===== src/logic/iavs_pkg.sv =====
// package: offsets, field positions, reset values and types of the ack vector sequencer
package iavs_pkg;

  // ********************************************
  // register map (byte addresses)
  // ********************************************
  localparam logic [4:0] OFF_CTRL = 5'h00;
  localparam logic [4:0] OFF_VEC  = 5'h04;
  localparam logic [4:0] OFF_TYPE = 5'h08;
  localparam logic [4:0] OFF_MASK = 5'h0c;
  localparam logic [4:0] OFF_EOI  = 5'h10;
  localparam logic [4:0] OFF_STAT = 5'h14;

  // ********************************************
  // control fields and reset values
  // ********************************************
  localparam int          CTRL_TWO_PULSE = 0;
  localparam int          CTRL_AUTO_END_OF_IRQ      = 1;
  localparam int          CTRL_ADI4      = 2;
  localparam logic [31:0] CTRL_RST       = 32'h0000_0000;
  localparam logic [15:0] VEC_RST        = 16'h0000;
  localparam logic [4:0]  TYPE_RST       = 5'h00;
  localparam logic [7:0]  MASK_RST       = 8'h00;

  // ********************************************
  // sequence constants
  // ********************************************
  localparam logic [7:0] CALL_OP     = 8'hcd;
  localparam logic [1:0] PULSES_CALL = 2'h3;
  localparam logic [1:0] PULSES_PTR  = 2'h2;
  localparam logic [2:0] NOISE_LVL   = 3'h7;
  localparam logic [3:0] NO_ISR      = 4'h8;

  typedef struct packed {
    logic        two_pulse;
    logic        auto_end_of_irq;
    logic        call_interval_sel;
    logic [15:0] vec;
    logic [4:0]  pointer_type_bits;
    logic [7:0]  mask;
  } iavs_cfg_s;

  typedef enum logic [1:0] {
    S_IDLE,
    S_LOW,
    S_HIGH
  } iavs_state_e;

endpackage


===== src/logic/iavs_sequencer.sv =====
// interrupt acknowledge vector sequencer with wishbone register slave
// ********************************************
// Functional notes
// - high request input sets its pending bit
// - raise interrupt only for eligible unmasked request
// - three-byte mode: call opcode on pulse one
// - three-byte mode: low byte, then high byte
// - third pulse sets in-service, clears pending
// - auto eoi clears in-service at third trailing
// - without auto eoi, in-service waits for eoi
// - interval four: A7-A5, level, two zeros
// - interval eight: A7-A6, level, three zeros
// - high byte carries A15 to A8
// - two-pulse mode: bus undriven on pulse one
// - two-pulse mode: pointer on pulse two
// - pointer is type bits T7-T3, level
// - pointer ignores address bits and interval
// - auto eoi clears in-service at second trailing
// - dropped request yields level seven, no in-service
// - interrupt output falls when sequence ends
// ********************************************
module iavs_sequencer (
  input  wire logic        clk_i,
  input  wire logic        rst_i,
  input  wire logic        ce_i,
  input  wire logic [7:0]  irq_req_in_i,
  input  wire logic        irq_ack_n_i,
  output logic             irq_int_o,
  output logic [7:0]       data_o,
  output logic             data_oe_o,
  input  wire logic        wb_cyc_i,
  input  wire logic        wb_stb_i,
  input  wire logic        wb_we_i,
  input  wire logic [4:0]  wb_adr_i,
  input  wire logic [3:0]  wb_sel_i,
  input  wire logic [31:0] wb_dat_i,
  output logic [31:0]      wb_dat_o,
  output logic             wb_ack_o
);
  import iavs_pkg::*;

  // ********************************************
  // pin synchronisers
  // ********************************************
  logic [7:0] req_s1_q, req_s2_q;
  logic       ack_s1_q, ack_s2_q, ack_s3_q;
  logic       fall, rise;

  always_ff @(posedge clk_i) begin
    if (rst_i) begin
      req_s1_q <= 8'h00;
      req_s2_q <= 8'h00;
      ack_s1_q <= 1'b1;
      ack_s2_q <= 1'b1;
      ack_s3_q <= 1'b1;
    end else if (ce_i) begin
      req_s1_q <= irq_req_in_i;
      req_s2_q <= req_s1_q;
      ack_s1_q <= irq_ack_n_i;
      ack_s2_q <= ack_s1_q;
      ack_s3_q <= ack_s2_q;
    end
  end

  // edges seen only after the second stage; a pulse sampled at no clock edge is lost
  assign fall = ack_s3_q & ~ack_s2_q;
  assign rise = ~ack_s3_q & ack_s2_q;

  // ********************************************
  // wishbone slave
  // ********************************************
  iavs_cfg_s   cfg_q, cfg_d;
  logic        ack_q, ack_d;
  logic [31:0] rdat_q, rdat_d;
  logic [7:0]  eoi_clr;
  logic [31:0] wmask, img;
  logic [7:0]  pending_q, pending_d;
  logic [7:0]  in_service_q, in_service_d;
  logic [2:0]  lvl_q, lvl_d;
  logic        valid_q, valid_d;
  logic [1:0]  cnt_q, cnt_d;
  logic        int_q, int_d;

  always_comb begin
    cfg_d   = cfg_q;
    eoi_clr = 8'h00;
    ack_d   = wb_cyc_i & wb_stb_i & ~ack_q;
    rdat_d  = rdat_q;
    wmask   = {{8{wb_sel_i[3]}}, {8{wb_sel_i[2]}}, {8{wb_sel_i[1]}}, {8{wb_sel_i[0]}}};
    img     = 32'h0000_0000;
    case (wb_adr_i)
      OFF_CTRL: begin
        img = {29'h0, cfg_q.call_interval_sel, cfg_q.auto_end_of_irq, cfg_q.two_pulse};
      end
      OFF_VEC:  img = {16'h0, cfg_q.vec};
      OFF_TYPE: img = {24'h0, cfg_q.pointer_type_bits, 3'h0};
      OFF_MASK: img = {24'h0, cfg_q.mask};
      OFF_STAT: img = {9'h0, int_q, valid_q, lvl_q, cnt_q, in_service_q, pending_q};
      default:  img = 32'h0000_0000;
    endcase
    if (ack_d) begin
      rdat_d = wb_we_i ? 32'h0000_0000 : img;
    end
    // a write lands at the edge where the master samples ack, its request still standing
    if (ack_q && wb_cyc_i && wb_stb_i && wb_we_i) begin
      img = (img & ~wmask) | (wb_dat_i & wmask);
      case (wb_adr_i)
        OFF_CTRL: begin
          cfg_d.two_pulse         = img[CTRL_TWO_PULSE];
          cfg_d.auto_end_of_irq   = img[CTRL_AUTO_END_OF_IRQ];
          cfg_d.call_interval_sel = img[CTRL_ADI4];
        end
        OFF_VEC:  cfg_d.vec = img[15:0];
        OFF_TYPE: cfg_d.pointer_type_bits = img[7:3];
        OFF_MASK: cfg_d.mask = img[7:0];
        OFF_EOI:  eoi_clr = wb_sel_i[0] ? wb_dat_i[7:0] : 8'h00; // end_of_irq_cmd
        default:  eoi_clr = 8'h00;
      endcase
    end
  end

  always_ff @(posedge clk_i) begin
    if (rst_i) begin
      cfg_q  <= {CTRL_RST[CTRL_TWO_PULSE], CTRL_RST[CTRL_AUTO_END_OF_IRQ], CTRL_RST[CTRL_ADI4], VEC_RST, TYPE_RST, MASK_RST};
      ack_q  <= 1'b0;
      rdat_q <= 32'h0000_0000;
    end else if (ce_i) begin
      cfg_q  <= cfg_d;
      ack_q  <= ack_d;
      rdat_q <= rdat_d;
    end
  end

  assign wb_ack_o = ack_q;
  assign wb_dat_o = rdat_q;

  // ********************************************
  // priority resolver: level 0 highest, fixed
  // ********************************************
  logic [7:0] cand;
  logic       has_cand, eligible;
  logic [2:0] cand_lvl;
  logic [3:0] isr_top;

  always_comb begin
    cand     = pending_q & ~cfg_q.mask;
    has_cand = 1'b0;
    cand_lvl = 3'h0;
    isr_top  = NO_ISR;
    for (int i = 7; i >= 0; i--) begin
      if (cand[i]) begin
        has_cand = 1'b1;
        cand_lvl = 3'(i);
      end
      if (in_service_q[i]) begin
        isr_top = 4'(i);
      end
    end
    // a level in service blocks itself and all lower levels
    eligible = has_cand && ({1'b0, cand_lvl} < isr_top);
  end

  // ********************************************
  // acknowledge sequence
  // ********************************************
  iavs_state_e st_q, st_d;
  logic [7:0]  dat_q, dat_d;
  logic        oe_q, oe_d;
  logic [1:0]  last_n, nxt_n;
  logic [2:0]  nxt_lvl;
  logic [7:0]  lvl_bit;

  always_comb begin
    st_d         = st_q;
    cnt_d        = cnt_q;
    lvl_d        = lvl_q;
    valid_d      = valid_q;
    int_d        = int_q;
    dat_d        = dat_q;
    oe_d         = oe_q;
    last_n       = cfg_q.two_pulse ? PULSES_PTR : PULSES_CALL;
    nxt_n        = cnt_q + 2'h1;
    nxt_lvl      = lvl_q;
    lvl_bit      = 8'h01 << lvl_q;
    in_service_d = in_service_q & ~eoi_clr;
    // before the first pulse the pending bits follow the pins, so a dropped request vanishes
    pending_d    = (st_q == S_IDLE) ? req_s2_q : pending_q;
    case (st_q)
      S_IDLE: begin
        int_d = int_q | eligible;
        if (fall) begin
          nxt_lvl = eligible ? cand_lvl : NOISE_LVL;
          lvl_d   = nxt_lvl;
          valid_d = eligible;
          cnt_d   = 2'h1;
          st_d    = S_LOW;
        end
      end
      S_HIGH: begin
        if (fall) begin
          cnt_d = nxt_n;
          st_d  = S_LOW;
          if (nxt_n == last_n && valid_q) begin
            in_service_d = in_service_d | lvl_bit;
            pending_d    = pending_q & ~lvl_bit;
          end
        end
      end
      S_LOW: begin
        if (rise) begin
          oe_d = 1'b0;
          st_d = S_HIGH;
          if (cnt_q == last_n) begin
            // a noise sequence set no in-service bit, so it must clear none either
            if (cfg_q.auto_end_of_irq && valid_q) begin
              in_service_d = in_service_d & ~lvl_bit;
            end
            int_d = 1'b0;
            cnt_d = 2'h0;
            st_d  = S_IDLE;
          end
        end
      end
      default: st_d = S_IDLE;
    endcase
    pending_d = pending_d | req_s2_q;
    if (fall && st_q != S_LOW) begin
      oe_d = 1'b1;
      case (cfg_q.two_pulse ? {1'b1, cnt_d} : {1'b0, cnt_d})
        3'h1: dat_d = CALL_OP;
        3'h2: begin
          if (cfg_q.call_interval_sel) begin
            dat_d = {cfg_q.vec[7:5], nxt_lvl, 2'h0};
          end else begin
            dat_d = {cfg_q.vec[7:6], nxt_lvl, 3'h0};
          end
        end
        3'h3: dat_d = cfg_q.vec[15:8];
        3'h6: dat_d = {cfg_q.pointer_type_bits, nxt_lvl};
        default: oe_d = 1'b0;
      endcase
    end
  end

  always_ff @(posedge clk_i) begin
    if (rst_i) begin
      st_q         <= S_IDLE;
      cnt_q        <= 2'h0;
      lvl_q        <= 3'h0;
      valid_q      <= 1'b0;
      int_q        <= 1'b0;
      dat_q        <= 8'h00;
      oe_q         <= 1'b0;
      pending_q    <= 8'h00;
      in_service_q <= 8'h00;
    end else if (ce_i) begin
      st_q         <= st_d;
      cnt_q        <= cnt_d;
      lvl_q        <= lvl_d;
      valid_q      <= valid_d;
      int_q        <= int_d;
      dat_q        <= dat_d;
      oe_q         <= oe_d;
      pending_q    <= pending_d;
      in_service_q <= in_service_d;
    end
  end

  assign irq_int_o = int_q;
  assign data_o    = dat_q;
  assign data_oe_o = oe_q;
endmodule

===== config.mk =====
export PLATFORM = sky130hd
export DESIGN_NAME = iavs_sequencer
export DESIGN_NICKNAME = d
export VERILOG_FILES = /design/src/logic/iavs_pkg.sv /design/src/logic/iavs_sequencer.sv
export SDC_FILE = /design/constraint.sdc
export NUM_CORES = 1
export LEC_CHECK = 0
export BUFFER_PORTS_ARGS = -buffer_cell sky130_fd_sc_hd__clkbuf_2
export CAP_MARGIN = 20
export CORE_ASPECT_RATIO = 0.5
export CORE_MARGIN = 1
export CORE_UTILIZATION = 61
export CTS_CLUSTER_SIZE = 24
export DETAILED_ROUTE_END_ITERATION = 6
export PLACE_DENSITY = 0.94
export SYNTH_ARGS = -nofsm -noshare
export SYNTH_HDL_FRONTEND = slang
export SYNTH_SLANG_ARGS = --single-unit

===== constraint.sdc =====
create_clock -name clk_i -period 5.45 [get_ports clk_i]
set_input_delay 0.545 -clock clk_i [delete_from_list [all_inputs] [get_ports clk_i]]
set_output_delay 0.545 -clock clk_i [all_outputs]
set_load 0.05 [all_outputs]

Word-level counts from Yosys, hierarchy flattened
Index checks and enable logic that the tools add are counted.
W data, S select, Z words.
{ "word_totals": {"input_bits": 56, "ff_bits": 118, "word_cells": 150, "out_inout_bits": 43} }
{ "op_classes": {"reduce_logical": 25, "bitwise_logic": 21, "n_addsub": 1, "n_lt_le_gt_ge": 1, "n_mux": 62, "n_eq_ne": 17, "n_shift": 1} }
{ "ops": {"columns": ["cell", "n"], "rows": [
  ["$pmux W23 S5", 1],
  ["$mux W8", 12],
  ["$mux W3", 12],
  ["$and A16 B16 Y16", 2],
  ["$and A8 B8 Y8", 4],
  ["$mux W4", 8],
  ["$pmux W8 S4", 1],
  ["$not A8 Y8", 3],
  ["$reduce_and A3 Y1", 8],
  ["$mux W23", 1],
  ["$not A16 Y16", 1],
  ["$or A16 B16 Y16", 1],
  ["$or A8 B8 Y8", 2],
  ["$pmux W8 S2", 1],
  ["$mux W1", 15],
  ["$mux W2", 7],
  ["$eq A5 B4 Y1 const B", 2],
  ["$eq A5 B5 Y1 const B", 2],
  ["$shl A1 B3 Y8 const A", 1],
  ["$logic_and A1 B1 Y1", 7],
  ["$eq A3 B2 Y1 const B", 2],
  ["$mux W6", 1],
  ["$pmux W2 S3", 1],
  ["$reduce_bool A2 Y1", 3],
  ["22 further kinds", 30]
]} }

Logic depth before layout (Yosys ltp)
{ "logic_depth": {"ltp_word": 17, "depth_mapped": 12} }

Least setup slack after synthesis
OpenSTA, ideal clock, no wires.
{ "synth_timing": {"kind": "flip-flop to flip-flop", "start": "reg pending_q[7]", "end": "reg dat_q[3], in the netlist data_o[3]", "stages_incl_launch_ff": 12, "required_time_ns": 5.315, "period_less_slack_ns": 2.427, "setup_ns": 0.135, "arrival_ns": 2.292, "slack_ns": 3.023, "path_cell_list": "dfxtp_1 nor2b_1 o21ai_0 a211oi_1 ha_1 o21ai_0 a21oi_1 o211a_1 or3_1 mux2_4 nand3b_1 a311oi_1"} }
{ "synth_via": {"elab_chain_len": 16} }
{ "synth_lines": {"columns": ["element", "line_no", "rtl"], "rows": [
  ["from (decl)", "iavs_sequencer.sv:77", "logic [7:0] pending_q, pending_d;"],
  ["from (signal assigned)", "iavs_sequencer.sv:264", "pending_q <= pending_d;"],
  ["$and A8 B8 Y8 *", "iavs_sequencer.sv:146", "cand = pending_q & ~cfg_q.mask;"],
  ["$mux W3 (8 in a row)", "iavs_sequencer.sv:151", "if (cand[i]) begin"],
  ["$lt A3 B4 Y1", "iavs_sequencer.sv:160", "eligible = has_cand && ({1'b0, cand_lvl} < isr_top);"],
  ["$logic_and A1 B1 Y1", "iavs_sequencer.sv:160", null],
  ["$mux W3 *", "iavs_sequencer.sv:192", "nxt_lvl = eligible ? cand_lvl : NOISE_LVL;"],
  ["$mux W3 *", "iavs_sequencer.sv:191", "if (fall) begin"],
  ["$mux W3 *", null, null],
  ["$mux W6 *", "iavs_sequencer.sv:232", "if (cfg_q.call_interval_sel) begin"],
  ["$pmux W8 S4 *", "iavs_sequencer.sv:229", "case (cfg_q.two_pulse ? {1'b1, cnt_d} : {1'b0, cnt_d})"],
  ["to (signal assigned)", "iavs_sequencer.sv:262", "dat_q <= dat_d;"],
  ["to (decl)", "iavs_sequencer.sv:167", "logic [7:0] dat_q, dat_d;"]
]} }
Mark *: on every way between the ends. The rest lies on a longest branch, timed or not.
A chain may end at the register's enable or synchronous reset.

Worst setup path in the final report
{ "layout_timing": {"start": "reg pending_q[3]", "end": "reg dat_q[4], in the netlist data_o[4]"} }
{ "layout_via": {"elab_chain_len": 12} }
{ "layout_lines": {"columns": ["element", "line_no"], "rows": [
  ["$and A8 B8 Y8 *", "iavs_sequencer.sv:146"],
  ["$mux W3 (4 in a row)", "iavs_sequencer.sv:151"],
  ["$lt A3 B4 Y1", "iavs_sequencer.sv:160"],
  ["$logic_and A1 B1 Y1", "iavs_sequencer.sv:160"],
  ["$mux W3 *", "iavs_sequencer.sv:192"],
  ["$mux W3 *", "iavs_sequencer.sv:191"],
  ["$mux W3 *", null],
  ["$mux W6 *", "iavs_sequencer.sv:232"],
  ["$pmux W8 S4 *", "iavs_sequencer.sv:229"]
]} }
Marked as above.

==> impl_metrics.yaml <==
logic_synthesis:
  synth_enable_flop_cells: 0
  synth.most_common_cell: "dfxtp_1"
  synth_top_cells_by_count: "109 x dfxtp_1, 102 x nand2_1, 92 x nor2_1"
  yosysUniqueCellTypes: 69
  synth_area_leaders: "dfxtp_1 38%, nand2_1 6.7%, nor2_1 6.0%"
  synth_area_um2: 5722
  yosys.area.top_type: "dfxtp_1"
  avgSynthCellArea_um2: 8.256
  ys_async_sr_fraction_pct: 0
  ys_ff_latch: 109
  yosysWarningCount: 0
  ys.flop_type: "dfxtp_1"
  synth-seq-area-share_pct: 38.14
  synth_top_area_share_pct: 38.14
  synthCells: 693
cts:
  cts_sinks: 109
  cts.root.buffer_cell: "clkbuf_16"
  cts_resized: 0
  cts_hold_buf: 0
  cts_tree: "yes"
  cts_buffers: 9
  clkTransAtPathRegs_ps: 80
  postCtsSetupRepairBufs: 0
  clock_latency_ps: 360
  cts.path.max_buffers: 2
  htree_levels: 3
placed_design:
  hpwl_mm: 10.76
  placed_cell_area_um2: 5997
  gp_congestion: 0.9324
  placed_cells: 838
  place_ws_ps: 2382
  port_buffers: 71
die:
  die_h_um: 70.49
  dieWidth_um: 139.0
  die_area_um2: 9795
  initial_core_util_pct: 64.37
  pin_count: 99
  fp-row-count: 24
  core_um2: 8889
timing:
  finClkSkew_ps: 5.878
  setup_viol: 0
  min_period_over_period_pct: 61.55
  slew_headroom_pct: 24.96
  tns_ps: 0
  fmax_mhz: 298.1
  final_max_slew_viol_count: 0
  hold_viol_final: 0
  rsz0062_at_grt: "no"
  setup_ws_ps: 2095
  period_minus_slack_ps: 3355
  timing.hold.ws_ps: 392.5
  tightest_slew_ps: 1126
final_layout:
  nFillCells: 647
  finalInstanceArea_um2: 6287
  finalNetCount: 796
  n_antenna_cell: 0
  areaGrowthSynthToFinish_pct: 9.884
  layout.cells.non_filler: 854
  drive_above_1_share_pct: 17.23
drt:
  wl_mm: 15.66
  drt_iter0_markers: 812
  post_drt_via_cell_ratio: 6.498
  dr.pass1.iters: 7
  wl_per_cell_um: 18.33
  drt_drc_violations_left: 16
  ant_nets: 0
  vias: 5549
global_route:
  grt-ovfl-total: 0
  grt_pass1_vias: 5032
  grtUsageTotal_pct: 32.54
  grt_max_degree: 111
  grt_pass1_wl_mm: 24.92
  antenna_found_initial: 0
setup_path:
  required_ps: 5640
  slowest_stage: "nor4_1"
  critPathLaunchType: "register"
  worstSetupPathType: "reg -> reg"
  cp_top_family: "simple AND/OR/NAND/NOR gates"
  cp_max_fo: 4
  cp_num_buf_inv: 0
  worstPathCellList: "nor2b_1 -> nor4_1 -> nor2b_1 -> ha_1 -> o21ai_0 -> a21oi_1 -> o211a_1 -> a211oi_2 -> nand3b_1 -> a32oi_1 -> a211oi_2"
  crit_path_max_incr_delay_ps: 840
  endpoint_kind: "register"
  worst-endpoint-arrival_ps: 3550
outcome:
  violations: "design-rule violations"
  status: "complete, but fails checks"
power_and_ir_drop:
  clkPwrFrac_pct: 38.8
  combPwrFrac_pct: 11.7
  power.density_nw_per_um2: 265.5
  p_leak_nw: 2.417
  pwr-share-seq_pct: 49.5
  p_sw_uw: 472.9
  switching_share_pct: 28.33
  ir_drop_mv: 0.1844
  intPower_mw: 1.196
run:
  maxCapViolCount: 0
hold_path:
  min-delay-path-class: "in -> reg"
-- through the flow --
step | power, mW | utilization (%)
global route | 1.720 | 70.73
detailed placement | 1.033 | 67.47
floorplan | 0.9899 | -
CTS | 1.669 | 70.73
global placement | 1.025 | 67.47
finish | 1.669 | 70.73
-- cells by family (layout without fill, tap and decap cells) --
| logic type | Yosys count | in the layout | share of synthesized area [%] |
|---|---|---|---|
| xor gates and xnor gates | 1 | 1 | 0.4811 |
| muxes | 35 | 35 | 6.407 |
| adders and majority gates | 8 | 8 | 1.749 |
| buffers and inverters | 64 | 100 | 5.576 |
| DFF | 109 | 109 | 38.14 |
| AOI/OAI and AO/OA | 187 | 187 | 23.42 |
| and+or+nand+nor | 288 | 288 | 24.16 |
| other | 1 | 9 | 0.06554 |
-- placed cells by master (no fill, tap or decap), types with 5 or more instances in the layout --
| cell | n |
|---|---|
| clkbuf_16 | 9 |
| a22oi_1 | 42 |
| clkbuf_2 | 70 |
| o21ai_0 | 27 |
| ha_1 | 8 |
| nand3_1 | 8 |
| conb_1 | 9 |
| and2_1 | 7 |
| nand2b_1 | 7 |
| nor2_1 | 92 |
| inv_1 | 8 |
| a22o_1 | 17 |
| a311oi_1 | 5 |
| nor2b_1 | 24 |
| nand2_1 | 102 |
| mux2i_1 | 25 |
| a21oi_1 | 55 |
| nor3_1 | 12 |
| dfxtp_1 | 109 |
| mux2_2 | 9 |
-- metal layers --
| layer | track usage, % | part of all wire, % |
|---|---|---|
| met5 | 0 | 0 |
| met4 | 15.80 | 3.7 |
| met3 | 8.368 | 12 |
| met2 | 50.56 | 44 |
| met1 | 42.38 | 41 |
-- worst paths after layout --
kind	from	to	slack (ps)	depth (start not counted)
min reg2reg	cfg_q[15]$_SDFFE_PP0P_	cfg_q[15]$_SDFFE_PP0P_	460	2
min	irq_ack_n_i	ack_s1_q$_SDFFE_PP1P_	390	2
max	pending_q[3]$_SDFFE_PP0P_	data_o[4]$_SDFFE_PP0P_	2100	11
max reg2reg	pending_q[3]$_SDFFE_PP0P_	data_o[4]$_SDFFE_PP0P_	2100	11
-- power groups by stage --
stage / logic (mW) / clock network, mW / registers (mW)
2_1_floorplan: 0.146 / 0 / 0.844
3_3_place_gp: 0.182 / 0 / 0.843
3_5_place_dp: 0.189 / 0 / 0.844
4_1_cts: 0.191 / 0.653 / 0.825
5_1_grt: 0.212 / 0.681 / 0.828
6_report: 0.196 / 0.647 / 0.826
-- flip-flops by register name, summed over array words and instances (netlist names) --
signal,flops
ack_s1_q,1
wb_dat_o,23
data_oe_o,1
valid_q,1
irq_int_o,1
req_s2_q,8
data_o,8
pending_q,8
ack_s3_q,1
st_q,2
wb_ack_o,1
cnt_q,2
in_service_q,8
ack_s2_q,1
req_s1_q,8
lvl_q,3
cfg_q,32
-- area by class of cell --
class / count / area, um^2 / share of cell area, %
inverters: 10 / 37.54 / 0.5970
flip-flops and latches: 109 / 2182 / 34.71
clock inverters: 7 / 65.06 / 1.035
well taps: 117 / 146.4 / 2.328
multi-input cells: 528 / 3251 / 51.70
repair buffers: 74 / 380.4 / 6.050
clock buffers: 9 / 225.2 / 3.582
No activity file was read; power rests on OpenSTA's default activity.
